File: config.mk
export PLATFORM = sky130hd
export DESIGN_NAME = fsr_ctrl
export DESIGN_NICKNAME = d
export VERILOG_FILES = /design/src/rtl/fsr_pkg.sv /design/src/rtl/fsr_ctrl.sv /design/src/rtl/fsr_fifo.sv
export SDC_FILE = /design/constraint.sdc
export NUM_CORES = 1
export LEC_CHECK = 0
export BUFFER_PORTS_ARGS = -buffer_cell sky130_fd_sc_hd__buf_2
export CAP_MARGIN = 0
export CELL_PAD_IN_SITES_DETAIL_PLACEMENT = 0
export CELL_PAD_IN_SITES_GLOBAL_PLACEMENT = 1
export CORE_MARGIN = 2
export CORE_UTILIZATION = 40
export CTS_BUF_LIST = sky130_fd_sc_hd__clkbuf_8 sky130_fd_sc_hd__clkbuf_16
export CTS_CLUSTER_DIAMETER = 80
export DETAILED_ROUTE_END_ITERATION = 10
export GPL_TIMING_DRIVEN = 0
export HOLD_SLACK_MARGIN = 0.05
export PLACE_DENSITY_LB_ADDON = 0.25
export SLEW_MARGIN = 20
export SYNTH_ARGS = -nofsm -noshare
export SYNTH_HDL_FRONTEND = slang
export SYNTH_SLANG_ARGS = --single-unit
File: constraint.sdc
create_clock -name CLK -period 4.1 [get_ports CLK]
set_input_delay 1.025 -clock CLK [delete_from_list [all_inputs] [get_ports CLK]]
set_output_delay 1.025 -clock CLK [all_outputs]
set_load 0.01 [all_outputs]
File: src/rtl/fsr_pkg.sv
// Constants for the format specification storage record framer and parser.
// Assumes one 10 MHz clock and octet streams in that clock domain.
// Function
// - Octets 0-1 hold the count of octets that follow, record length minus one.
// - Flag octet 2 bit 7 marks the last field; other flag bits zero.
// - Octet 3 is copy index 00/01/02 or FF ignore; 03-FE illegal.
// - Octets 4-5 hold the total number of sets.
// - Octets 6-7 hold the index of this set.
// - Octet 8 partition, 9 alias, A-D data block size.
// - Octet E bits 7/6/5 give equal, multiple, non-multiple block relation.
// - Octet E bit 0 set when the controller interleaves; bits 4-1 undefined.
// - Octets F,10,11 interleave factors; octet 12 alternate cylinders.
// - Octet 13 holds spare sectors per track.
// - Octets 14-17 hold partition starting cylinder.
// - Octets 18-1B hold partition cylinder count.
// - Octets 1C-1D spec length minus one; spec follows from 1E.
// - Each further partition appends another group from set count to spec end.
// - Without level 3, octets 8-1B written zero and ignored on parse.
// - Last two octets are CRC-16 x16+x15+x2+1 over the data area.
package fsr_pkg;
	localparam int DW          = 8;
	localparam int FIFO_DEPTH  = 16;
	localparam int GRP_LEN     = 26;          // Octets 4..1D of a group
	localparam logic [7:0] FLAG_LAST = 8'h80;
	localparam int  FLAG_LAST_BIT     = 7;
	localparam logic [7:0] IDX_IGNORE = 8'hff;
	localparam logic [7:0] IDX_MAX    = 8'h02;
	localparam logic [15:0] CRC_POLY  = 16'h8005;
	localparam logic [15:0] CRC_INIT  = 16'h0000;
	// Group-relative offsets (group starts at record octet 4)
	localparam logic [4:0] G_ATTR_LO  = 5'h04;   // Record octet 8
	localparam logic [4:0] G_ATTR_HI  = 5'h17;   // Record octet 1B
	localparam logic [4:0] G_SPEC_LEN = 5'h18;   // Record octets 1C-1D
	typedef enum { S_IDLE, S_LEN, S_FLAG, S_IDX, S_GRP, S_SPEC, S_PAD, S_CRC, S_DONE } fsr_st_t;

	function automatic logic [15:0] crc_step(input logic [15:0] c, input logic [7:0] d);
		logic [15:0] r;
		r = c;
		for (int i = DW - 1; i >= 0; i--) begin
			r = (r[15] ^ d[i]) ? ((r << 1) ^ CRC_POLY) : (r << 1);
		end
		return r;
	endfunction : crc_step
endpackage : fsr_pkg

File: src/rtl/fsr_ctrl.sv
// Controller-side framer and parser for format specification storage records.
// Assumes octet streams synchronous to CLK; the media side applies back-pressure.
`timescale 1ns/10ps
module fsr_ctrl (
	input  wire logic        CLK,          // 10 MHz clock
	input  wire logic        RST_B,        // Async reset, active low
	// Build side
	input  wire logic        TX_START,     // Pulse: begin a record
	input  wire logic [15:0] TX_LEN,       // Total length n+1 minus one
	input  wire logic        TX_LAST,      // Last field of storage
	input  wire logic [7:0]  TX_IDX,       // Copy index in set
	input  wire logic        TX_LVL3,      // Level 3 attributes present
	input  wire logic [7:0]  TX_GDATA,     // Group octet (set count..spec)
	input  wire logic        TX_GVALID,    // Group octet valid
	input  wire logic        TX_GEND,      // With octet: last of all groups
	output logic             TX_GREADY,    // Group octet taken
	output logic [7:0]       TX_DATA,      // Record octet out
	output logic             TX_VALID,     // Record octet valid
	input  wire logic        TX_READY,     // Media accepts octet
	output logic             TX_BUSY,      // Framing in progress
	// Parse side
	input  wire logic [7:0]  RX_DATA,      // Record octet in
	input  wire logic        RX_VALID,     // Record octet valid
	output logic             RX_READY,     // Parser accepts
	input  wire logic        RX_LVL3,      // Interpret attributes
	output logic [7:0]       RX_GDATA,     // Group octet out
	output logic             RX_GVALID,    // Group octet pulse
	output logic             RX_DONE,      // Pulse: record finished
	output logic             RX_LAST,      // Last-field flag seen
	output logic [7:0]       RX_IDX,       // Copy index seen
	output logic             RX_IGNORE,    // Index FF
	output logic             RX_ERR_IDX,   // Illegal index
	output logic             RX_ERR_CNT,   // Count mismatch
	output logic             RX_ERR_CRC    // CRC mismatch
);
	// ---------------------------------------------------------------
	// Build
	// ---------------------------------------------------------------
	fsr_pkg::fsr_st_t tst_q;
	logic [15:0] tcnt_q, tlen_q, tcrc_q, tspec_q;
	logic [4:0]  tgo_q;
	logic        tlast_q, tl3_q, tgend_q;
	logic [7:0]  tidx_q, tbyte_q;
	logic [7:0]  f_in;
	logic        f_in_v, f_in_r;
	logic [7:0]  tx_byte;
	wire         t_attr = (tgo_q >= fsr_pkg::G_ATTR_LO) && (tgo_q <= fsr_pkg::G_ATTR_HI);
	wire         t_grp  = (tst_q == fsr_pkg::S_GRP) || (tst_q == fsr_pkg::S_SPEC);
	// Last pad octet sits three before the end: CRC hi and lo follow it
	wire         t_pos  = (tcnt_q == tlen_q - 16'd3);
	wire [15:0]  tlen_m1 = tlen_q - 16'd1;

	// Zero the level 3 attribute octets when not in use
	assign tx_byte = (tst_q == fsr_pkg::S_GRP && t_attr && !tl3_q) ? 8'h00 : TX_GDATA;
	assign f_in = (tst_q == fsr_pkg::S_LEN)  ? (tcnt_q == 16'd0 ? tlen_m1[15:8] : tlen_m1[7:0]) :
	              (tst_q == fsr_pkg::S_FLAG) ? (tlast_q ? fsr_pkg::FLAG_LAST : 8'h00) :
	              (tst_q == fsr_pkg::S_IDX)  ? tidx_q :
	              t_grp ? tx_byte :
	              (tst_q == fsr_pkg::S_CRC)  ? (tcnt_q == tlen_q - 16'd2 ? tcrc_q[15:8] : tcrc_q[7:0]) :
	              8'h00;
	assign f_in_v    = (tst_q != fsr_pkg::S_IDLE) && (tst_q != fsr_pkg::S_DONE) &&
	                   (!t_grp || TX_GVALID);
	assign TX_GREADY = t_grp && f_in_r;
	assign TX_BUSY   = (tst_q != fsr_pkg::S_IDLE);
	wire   t_fire    = f_in_v && f_in_r;

	fsr_fifo #(.W(fsr_pkg::DW), .D(fsr_pkg::FIFO_DEPTH)) u_fifo (
		.CLK      (CLK),
		.RST_B    (RST_B),
		.in_data  (f_in),
		.in_valid (f_in_v),
		.in_ready (f_in_r),
		.out_data (TX_DATA),
		.out_valid(TX_VALID),
		.out_ready(TX_READY)
	);

	always_ff @(posedge CLK or negedge RST_B) begin
		if (!RST_B) begin
			tst_q <= fsr_pkg::S_IDLE;
			tcnt_q <= '0; tlen_q <= '0; tcrc_q <= fsr_pkg::CRC_INIT; tspec_q <= '0;
			tgo_q <= '0; tlast_q <= 1'b0; tl3_q <= 1'b0; tgend_q <= 1'b0;
			tidx_q <= '0; tbyte_q <= '0;
		end else begin
			if (tst_q == fsr_pkg::S_IDLE && TX_START) begin
				tst_q <= fsr_pkg::S_LEN;
				tlen_q <= TX_LEN + 16'd1;
				tlast_q <= TX_LAST;
				tidx_q <= TX_IDX;
				tl3_q <= TX_LVL3;
				tcnt_q <= '0;
				tgo_q <= '0;
				tgend_q <= 1'b0;
				tcrc_q <= fsr_pkg::CRC_INIT;
			end else if (tst_q == fsr_pkg::S_DONE) begin
				tst_q <= fsr_pkg::S_IDLE;
			end else if (t_fire) begin
				tcnt_q <= tcnt_q + 16'd1;
				if (tst_q != fsr_pkg::S_CRC)
					tcrc_q <= fsr_pkg::crc_step(tcrc_q, f_in);
				tbyte_q <= f_in;
				case (tst_q)
					fsr_pkg::S_LEN:  if (tcnt_q == 16'd1) tst_q <= fsr_pkg::S_FLAG;
					fsr_pkg::S_FLAG: tst_q <= fsr_pkg::S_IDX;
					fsr_pkg::S_IDX:  tst_q <= fsr_pkg::S_GRP;
					fsr_pkg::S_GRP: begin
						tgo_q <= tgo_q + 5'd1;
						if (tgo_q == fsr_pkg::G_SPEC_LEN)
							tspec_q[15:8] <= f_in;
						if (tgo_q == fsr_pkg::G_SPEC_LEN + 5'd1) begin
							tspec_q <= {tspec_q[15:8], f_in};
							tst_q <= fsr_pkg::S_SPEC;
						end
					end
					fsr_pkg::S_SPEC: begin
						tspec_q <= tspec_q - 16'd1;
						if (tspec_q == 16'd0) begin
							tgo_q <= '0;
							tst_q <= TX_GEND ? fsr_pkg::S_PAD : fsr_pkg::S_GRP;
						end
					end
					fsr_pkg::S_PAD:  if (t_pos) tst_q <= fsr_pkg::S_CRC;
					fsr_pkg::S_CRC:  if (tcnt_q == tlen_q - 16'd1) tst_q <= fsr_pkg::S_DONE;
					default:         tst_q <= fsr_pkg::S_IDLE;
				endcase
				if (tst_q == fsr_pkg::S_SPEC && tspec_q == 16'd0 && TX_GEND && t_pos)
					tst_q <= fsr_pkg::S_CRC;
			end
		end
	end

	// ---------------------------------------------------------------
	// Parse
	// ---------------------------------------------------------------
	fsr_pkg::fsr_st_t rst_q;
	logic [15:0] rcnt_q, rlen_q, rcrc_q, rspec_q, rrx_q;
	logic [4:0]  rgo_q;
	wire         r_fire = RX_VALID && RX_READY;
	wire         r_attr = (rgo_q >= fsr_pkg::G_ATTR_LO) && (rgo_q <= fsr_pkg::G_ATTR_HI);
	wire         r_bad  = (RX_DATA > fsr_pkg::IDX_MAX) && (RX_DATA != fsr_pkg::IDX_IGNORE);
	wire         r_tail = (rcnt_q == rlen_q - 16'd3);
	wire [15:0]  r_crcn = fsr_pkg::crc_step(rcrc_q, RX_DATA);

	assign RX_READY = 1'b1;

	always_ff @(posedge CLK or negedge RST_B) begin
		if (!RST_B) begin
			rst_q <= fsr_pkg::S_LEN;
			rcnt_q <= '0; rlen_q <= '0; rcrc_q <= fsr_pkg::CRC_INIT;
			rspec_q <= '0; rrx_q <= '0; rgo_q <= '0;
			RX_GDATA <= '0; RX_GVALID <= 1'b0; RX_DONE <= 1'b0;
			RX_LAST <= 1'b0; RX_IDX <= '0; RX_IGNORE <= 1'b0;
			RX_ERR_IDX <= 1'b0; RX_ERR_CNT <= 1'b0; RX_ERR_CRC <= 1'b0;
		end else begin
			RX_GVALID <= 1'b0;
			RX_DONE <= 1'b0;
			if (r_fire) begin
				rcnt_q <= rcnt_q + 16'd1;
				if (rst_q != fsr_pkg::S_CRC)
					rcrc_q <= r_crcn;
				case (rst_q)
					fsr_pkg::S_LEN: begin
						if (rcnt_q == 16'd0) begin
							rlen_q[15:8] <= RX_DATA;
							rcrc_q <= fsr_pkg::crc_step(fsr_pkg::CRC_INIT, RX_DATA);
							RX_ERR_IDX <= 1'b0; RX_ERR_CNT <= 1'b0; RX_ERR_CRC <= 1'b0;
						end else begin
							rlen_q <= {rlen_q[15:8], RX_DATA} + 16'd1;
							rst_q <= fsr_pkg::S_FLAG;
						end
					end
					fsr_pkg::S_FLAG: begin
						RX_LAST <= RX_DATA[fsr_pkg::FLAG_LAST_BIT];
						rst_q <= fsr_pkg::S_IDX;
					end
					fsr_pkg::S_IDX: begin
						RX_IDX <= RX_DATA;
						RX_IGNORE <= (RX_DATA == fsr_pkg::IDX_IGNORE);
						RX_ERR_IDX <= r_bad;
						rgo_q <= '0;
						rst_q <= fsr_pkg::S_GRP;
					end
					fsr_pkg::S_GRP: begin
						RX_GDATA <= (r_attr && !RX_LVL3) ? 8'h00 : RX_DATA;
						RX_GVALID <= 1'b1;
						rgo_q <= rgo_q + 5'd1;
						if (rgo_q == fsr_pkg::G_SPEC_LEN) rspec_q[15:8] <= RX_DATA;
						if (rgo_q == fsr_pkg::G_SPEC_LEN + 5'd1) begin
							rspec_q <= {rspec_q[15:8], RX_DATA};
							rst_q <= fsr_pkg::S_SPEC;
						end
						if (r_tail) rst_q <= fsr_pkg::S_CRC;
					end
					fsr_pkg::S_SPEC: begin
						RX_GDATA <= RX_DATA;
						RX_GVALID <= 1'b1;
						rspec_q <= rspec_q - 16'd1;
						if (rspec_q == 16'd0) begin
							rgo_q <= '0;
							rst_q <= fsr_pkg::S_PAD;
						end
						if (r_tail) rst_q <= fsr_pkg::S_CRC;
					end
					fsr_pkg::S_PAD: begin
						// Nonzero octet after a group starts another group
						if (RX_DATA != 8'h00) begin
							RX_GDATA <= RX_DATA;
							RX_GVALID <= 1'b1;
							rgo_q <= 5'd1;
							rst_q <= fsr_pkg::S_GRP;
						end
						if (r_tail) rst_q <= fsr_pkg::S_CRC;
					end
					fsr_pkg::S_CRC: begin
						rrx_q[15:8] <= RX_DATA;
						if (rcnt_q == rlen_q - 16'd1) begin
							RX_ERR_CRC <= ({rrx_q[15:8], RX_DATA} != rcrc_q);
							RX_ERR_CNT <= (rspec_q != 16'd0) && (rgo_q != 5'd0);
							RX_DONE <= 1'b1;
							rcnt_q <= '0;
							rst_q <= fsr_pkg::S_LEN;
						end
					end
					default: rst_q <= fsr_pkg::S_LEN;
				endcase
				if (rst_q == fsr_pkg::S_LEN && rcnt_q != 16'd0 &&
				    {rlen_q[15:8], RX_DATA} < 16'h0003) begin
					RX_ERR_CNT <= 1'b1;
				end
			end
		end
	end
endmodule : fsr_ctrl

File: src/rtl/fsr_fifo.sv
// Parameterised octet FIFO with valid/ready on both sides.
// Assumes a single clock and an active-low asynchronous reset.
`timescale 1ns/10ps
module fsr_fifo #(
	parameter int W = 8,
	parameter int D = 16
) (
	input  wire logic         CLK,     // Clock
	input  wire logic         RST_B,   // Reset, active low
	input  wire logic [W-1:0] in_data, // Write data
	input  wire logic         in_valid,// Write valid
	output logic              in_ready,// Not full
	output logic [W-1:0]      out_data,// Read data
	output logic              out_valid,// Not empty
	input  wire logic         out_ready // Read accept
);
	localparam int AW = $clog2(D);
	logic [W-1:0]  mem_q [D];
	logic [AW-1:0] wp_q, rp_q;
	logic [AW:0]   cnt_q;
	wire           wr = in_valid & in_ready;
	wire           rd = out_valid & out_ready;

	assign in_ready  = (cnt_q != (AW+1)'(D));
	assign out_valid = (cnt_q != '0);
	assign out_data  = mem_q[rp_q];

	always_ff @(posedge CLK) begin
		if (wr) mem_q[wp_q] <= in_data;
	end

	always_ff @(posedge CLK or negedge RST_B) begin
		if (!RST_B) begin
			wp_q  <= '0;
			rp_q  <= '0;
			cnt_q <= '0;
		end else begin
			if (wr) wp_q <= (wp_q == AW'(D-1)) ? '0 : wp_q + 1'b1;
			if (rd) rp_q <= (rp_q == AW'(D-1)) ? '0 : rp_q + 1'b1;
			cnt_q <= cnt_q + (AW+1)'(wr) - (AW+1)'(rd);
		end
	end
endmodule : fsr_fifo

==> metrics.yaml <==
pin_count_of_the_biggest_net_entering_global_routing: 84
syn2layout_area_growth_pct: 17.8
post-route-period-util_pct: 103
synth_cell_type_count: 83
ys_top_cells_by_count: "nand2_1, dfrtp_1, o21ai_0"
slew_viol_final: 0
crit_fanout: 6
ant_diodes: 0
ctsLongestPathBuffers: 3
die_height_um: 221
postLayoutCellArea_um2: 22100
clkSinkCount: 327
power.density_nw_per_um2: 866
grt_util_overall_pct: 22.4
grt_setup_unrepaired: "yes"
crit_family: "compound AO/OA/AOI/OAI gates"
r2r_slack_ns: -0.11
final_hold_violation_count: 0
area_share_of_the_largest_cell_type_after_synthesis_pct: 26.4
worst-endpoint-required_ns: 4.55
cell_type_with_the_highest_aggregate_area_in_the_netlist: "dfrtp_1"
grt_first_pass_wirelength_mm: 84.3
tritoncts: "done"
synth.top_cells.by_area: "dfrtp_1, edfxtp_1, xnor2_1"
worst_hold_path_type: "in -> async"
vias: 15456
floorplan.initialDensity_pct: 40.4
worst_clock_skew_ns: 0.0190
setup_violations: 2
layout-drive-gt1-share_pct: 14.3
floorplan.die.width_um: 221
layout.filler_cells: 4395
fin_ws_ns: -0.110
antenna_violations_before_repair: 0
timing.rr.start: "tlen_q[2]"
num_io_pins: 85
crit-reg2reg-capture: "tcrc_q[0]"
yosys.cell_count.top_type: "nand2_1"
worst-path-buf-inv: 5
insertion_delay_ns: 0.55
postSynthRegisterBits: 327
synth_fp_nets: 2030
cp_slowest_cell: "a311o_2"
cts-htree-levels: 2
drt_first_iter_violations: 1128
overflow: 0
run_status: "complete, but fails checks"
fin_crit_ns: 4.21
numCtsBuffers: 40
postPlaceCellArea_um2: 20100
wirelength_mm: 54.3
ys_async_sr_fraction_pct: 60.9
path_class: "reg -> reg"
timing.max_slew.rel_slack_pct: 35.2
edff_count_synth: 128
max_freq_mhz: 238
failing_checks: "setup timing"
drt_pre_antenna_iters: 6
fin_nets: 2198
postSynth.topFlopCell: "dfrtp_1"
synthesis.yosys.warnings: 0
postCtsHoldBufs: 0
post_drt_wl_per_cell_um: 19.8
synth.avg_cell_area_um2: 9.71
startpoint_type: "register"
place.port_buffers: 83
fin_worst_hold_slack_ns: 0.348
arrival_ns: 4.66
cp_num_cells: 18
die_area_um2: 48700
max_slew.worst_pin.slew_ns: 0.965
area_of_the_multi_input_gates_um2: 9690
routed_via_density: 5.64
cell_by_cell_listing_of_the_critical_path: "clkbuf_8 -> inv_4 -> ha_4 -> nor3b_4 -> buf_6 -> and4_1 -> and2_1 -> o311a_4 -> o2111ai_4 -> buf_8 -> buf_4 -> mux2i_2 -> nor2_1 -> a311o_2 -> xnor2_4 -> xor3_2 -> xor2_1 -> a22o_1"
setup_total_negative_slack_ns: -0.220
grt_pass1_vias: 15092
detailed_place_hpwl_mm: 37.5
timing.critical_path.to_type: "register"
synthCells: 1935
irDropWorstVdd_mv: 0.589
seq_area_um2: 8830
design.core.area_um2: 46500
drv_cap: 0
cts_root_buffer: "clkbuf_16"
share_of_synthesized_area_occupied_by_flip_flops_and_latches_pct: 47.0
clk_pin_slew_worst_paths_ns: 0.06
drt.antenna.violating_nets: 0
critPathMaxStageDelay_ns: 0.43
depth_of_the_worst_register_to_register_path: 18
netlist_area_um2: 18800
row_count: 79
place_congestion: 0.905
p_leak_nw: 8.88
drc: 0
-- power breakdown --
part	switching, mW	total [mW]	internal (mW)	leakage, nW
Clock	1.42	3.48	2.07	0.684
Sequential	0.811	5.57	4.76	3.68
Combinational	6.01	10.1	4.10	4.51
-- state kept, by name (all words and copies together), names as in the netlist, 16 cells and up --
register and flops:
tspec_q 16, tcrc_q 16, rspec_q 16, u_fifo.mem_q 128
tcnt_q 16, rcnt_q 16, rcrc_q 16, rlen_q 16
tlen_q 16
-- area by class of cell --
class | count | area share (%)
buffer | 107 | 2.13
clock buffer | 43 | 4.81
clock inverter | 31 | 1.10
inverter | 66 | 1.13
multi-input combinational | 1434 | 43.8
sequential | 327 | 39.9
tap | 607 | 3.43
timing repair buffer | 127 | 3.72
-- kinds of logic (layout without fill, tap and decap cells) --
| group | Yosys count | after routing | synth area share, % |
|---|---|---|---|
| buffers and inverters | 176 | 374 | 3.69 |
| AND/OR/NAND/NOR | 667 | 667 | 17.4 |
| other | 1 | 1 | 0.0200 |
| AO/OA/AOI/OAI | 465 | 467 | 15.3 |
| multiplexers | 63 | 63 | 4.51 |
| adder cells (fa/ha/maj) | 45 | 45 | 3.04 |
| XOR/XNOR | 191 | 191 | 9.18 |
| flip-flops | 327 | 327 | 47.0 |
-- per-stage QoR --
step	utilization [%]	setup WS [ns]	power (mW)	std cells
3_3_place_gp	43.1	-1.68	14.5	2625
2_1_floorplan	-	0.0143	12.2	1935
3_5_place_dp	43.3	-1.23	14.8	2628
5_1_grt	47.6	-0.234	20.6	2742
4_1_cts	47.2	-0.0960	19.0	2732
6_report	47.6	-0.110	19.2	2742
-- worst reg2reg max path, cell delays in order, from the launching register on --
cell and delay, ns:
dfrtp_2 0.38, clkbuf_8 0.14, inv_4 0.04, ha_4 0.16, nor3b_4 0.16, buf_6 0.14, and4_1 0.21, and2_1 0.17
o311a_4 0.39, o2111ai_4 0.30, buf_8 0.17, buf_4 0.15, mux2i_2 0.26, nor2_1 0.08, a311o_2 0.43, xnor2_4 0.17
xor3_2 0.42, xor2_1 0.16, a22o_1 0.18
-- layer usage --
| metal | vias up | routed length (um) | track usage [%] |
|---|---|---|---|
| met5 | - | 0 | 0 |
| li1 | 7343 | - | - |
| met2 | 428 | 25100 | 35.8 |
| met3 | 114 | 3030 | 3.92 |
| met4 | 0 | 2340 | 10.3 |
| met1 | 7571 | 23800 | 29.6 |
-- worst max-delay path by stage --
stage,start,endpoint,slack (ns)
floorplan,tlen_q[2],tcrc_q[0],0.01
global placement,RST_B,tcrc_q[8],-1.68
detailed placement,tlen_q[2],tcrc_q[0],-1.23
CTS,tlen_q[2],tcrc_q[15],-0.1
global route,tcnt_q[4],tcrc_q[0],-0.23
finish,tlen_q[2],tcrc_q[0],-0.11
-- cell usage in the layout (no fill, tap or decap), drive strengths merged, types with 13 or more instances in the layout --
cell and instances:
a22oi 23, nand3 64, nor3 45, inv 79, edfxtp 128, mux2 13
nor4 23, xnor2 118, a31oi 20, a221oi 15, nand4 34, clkbuf 135
mux2i 34, buf 142, nand2 220, nor2b 13, and2 25, o21ai 179
and3 17, nor2 153, xor2 70, o31ai 16, dfrtp 198, ha 44
a22o 23, o22ai 24, a21oi 104, mux4 16
-- repair_timing --
item | CTS | global route
endpoints found under the hold margin | 0 | 0
buffers inserted | 28 | 13
gates resized for setup | 61 | 22
pin swaps | 26 | 17
cloned | 2 | 0
setup endpoints to repair | 91 | 30
(Power assumes the default switching activity.)
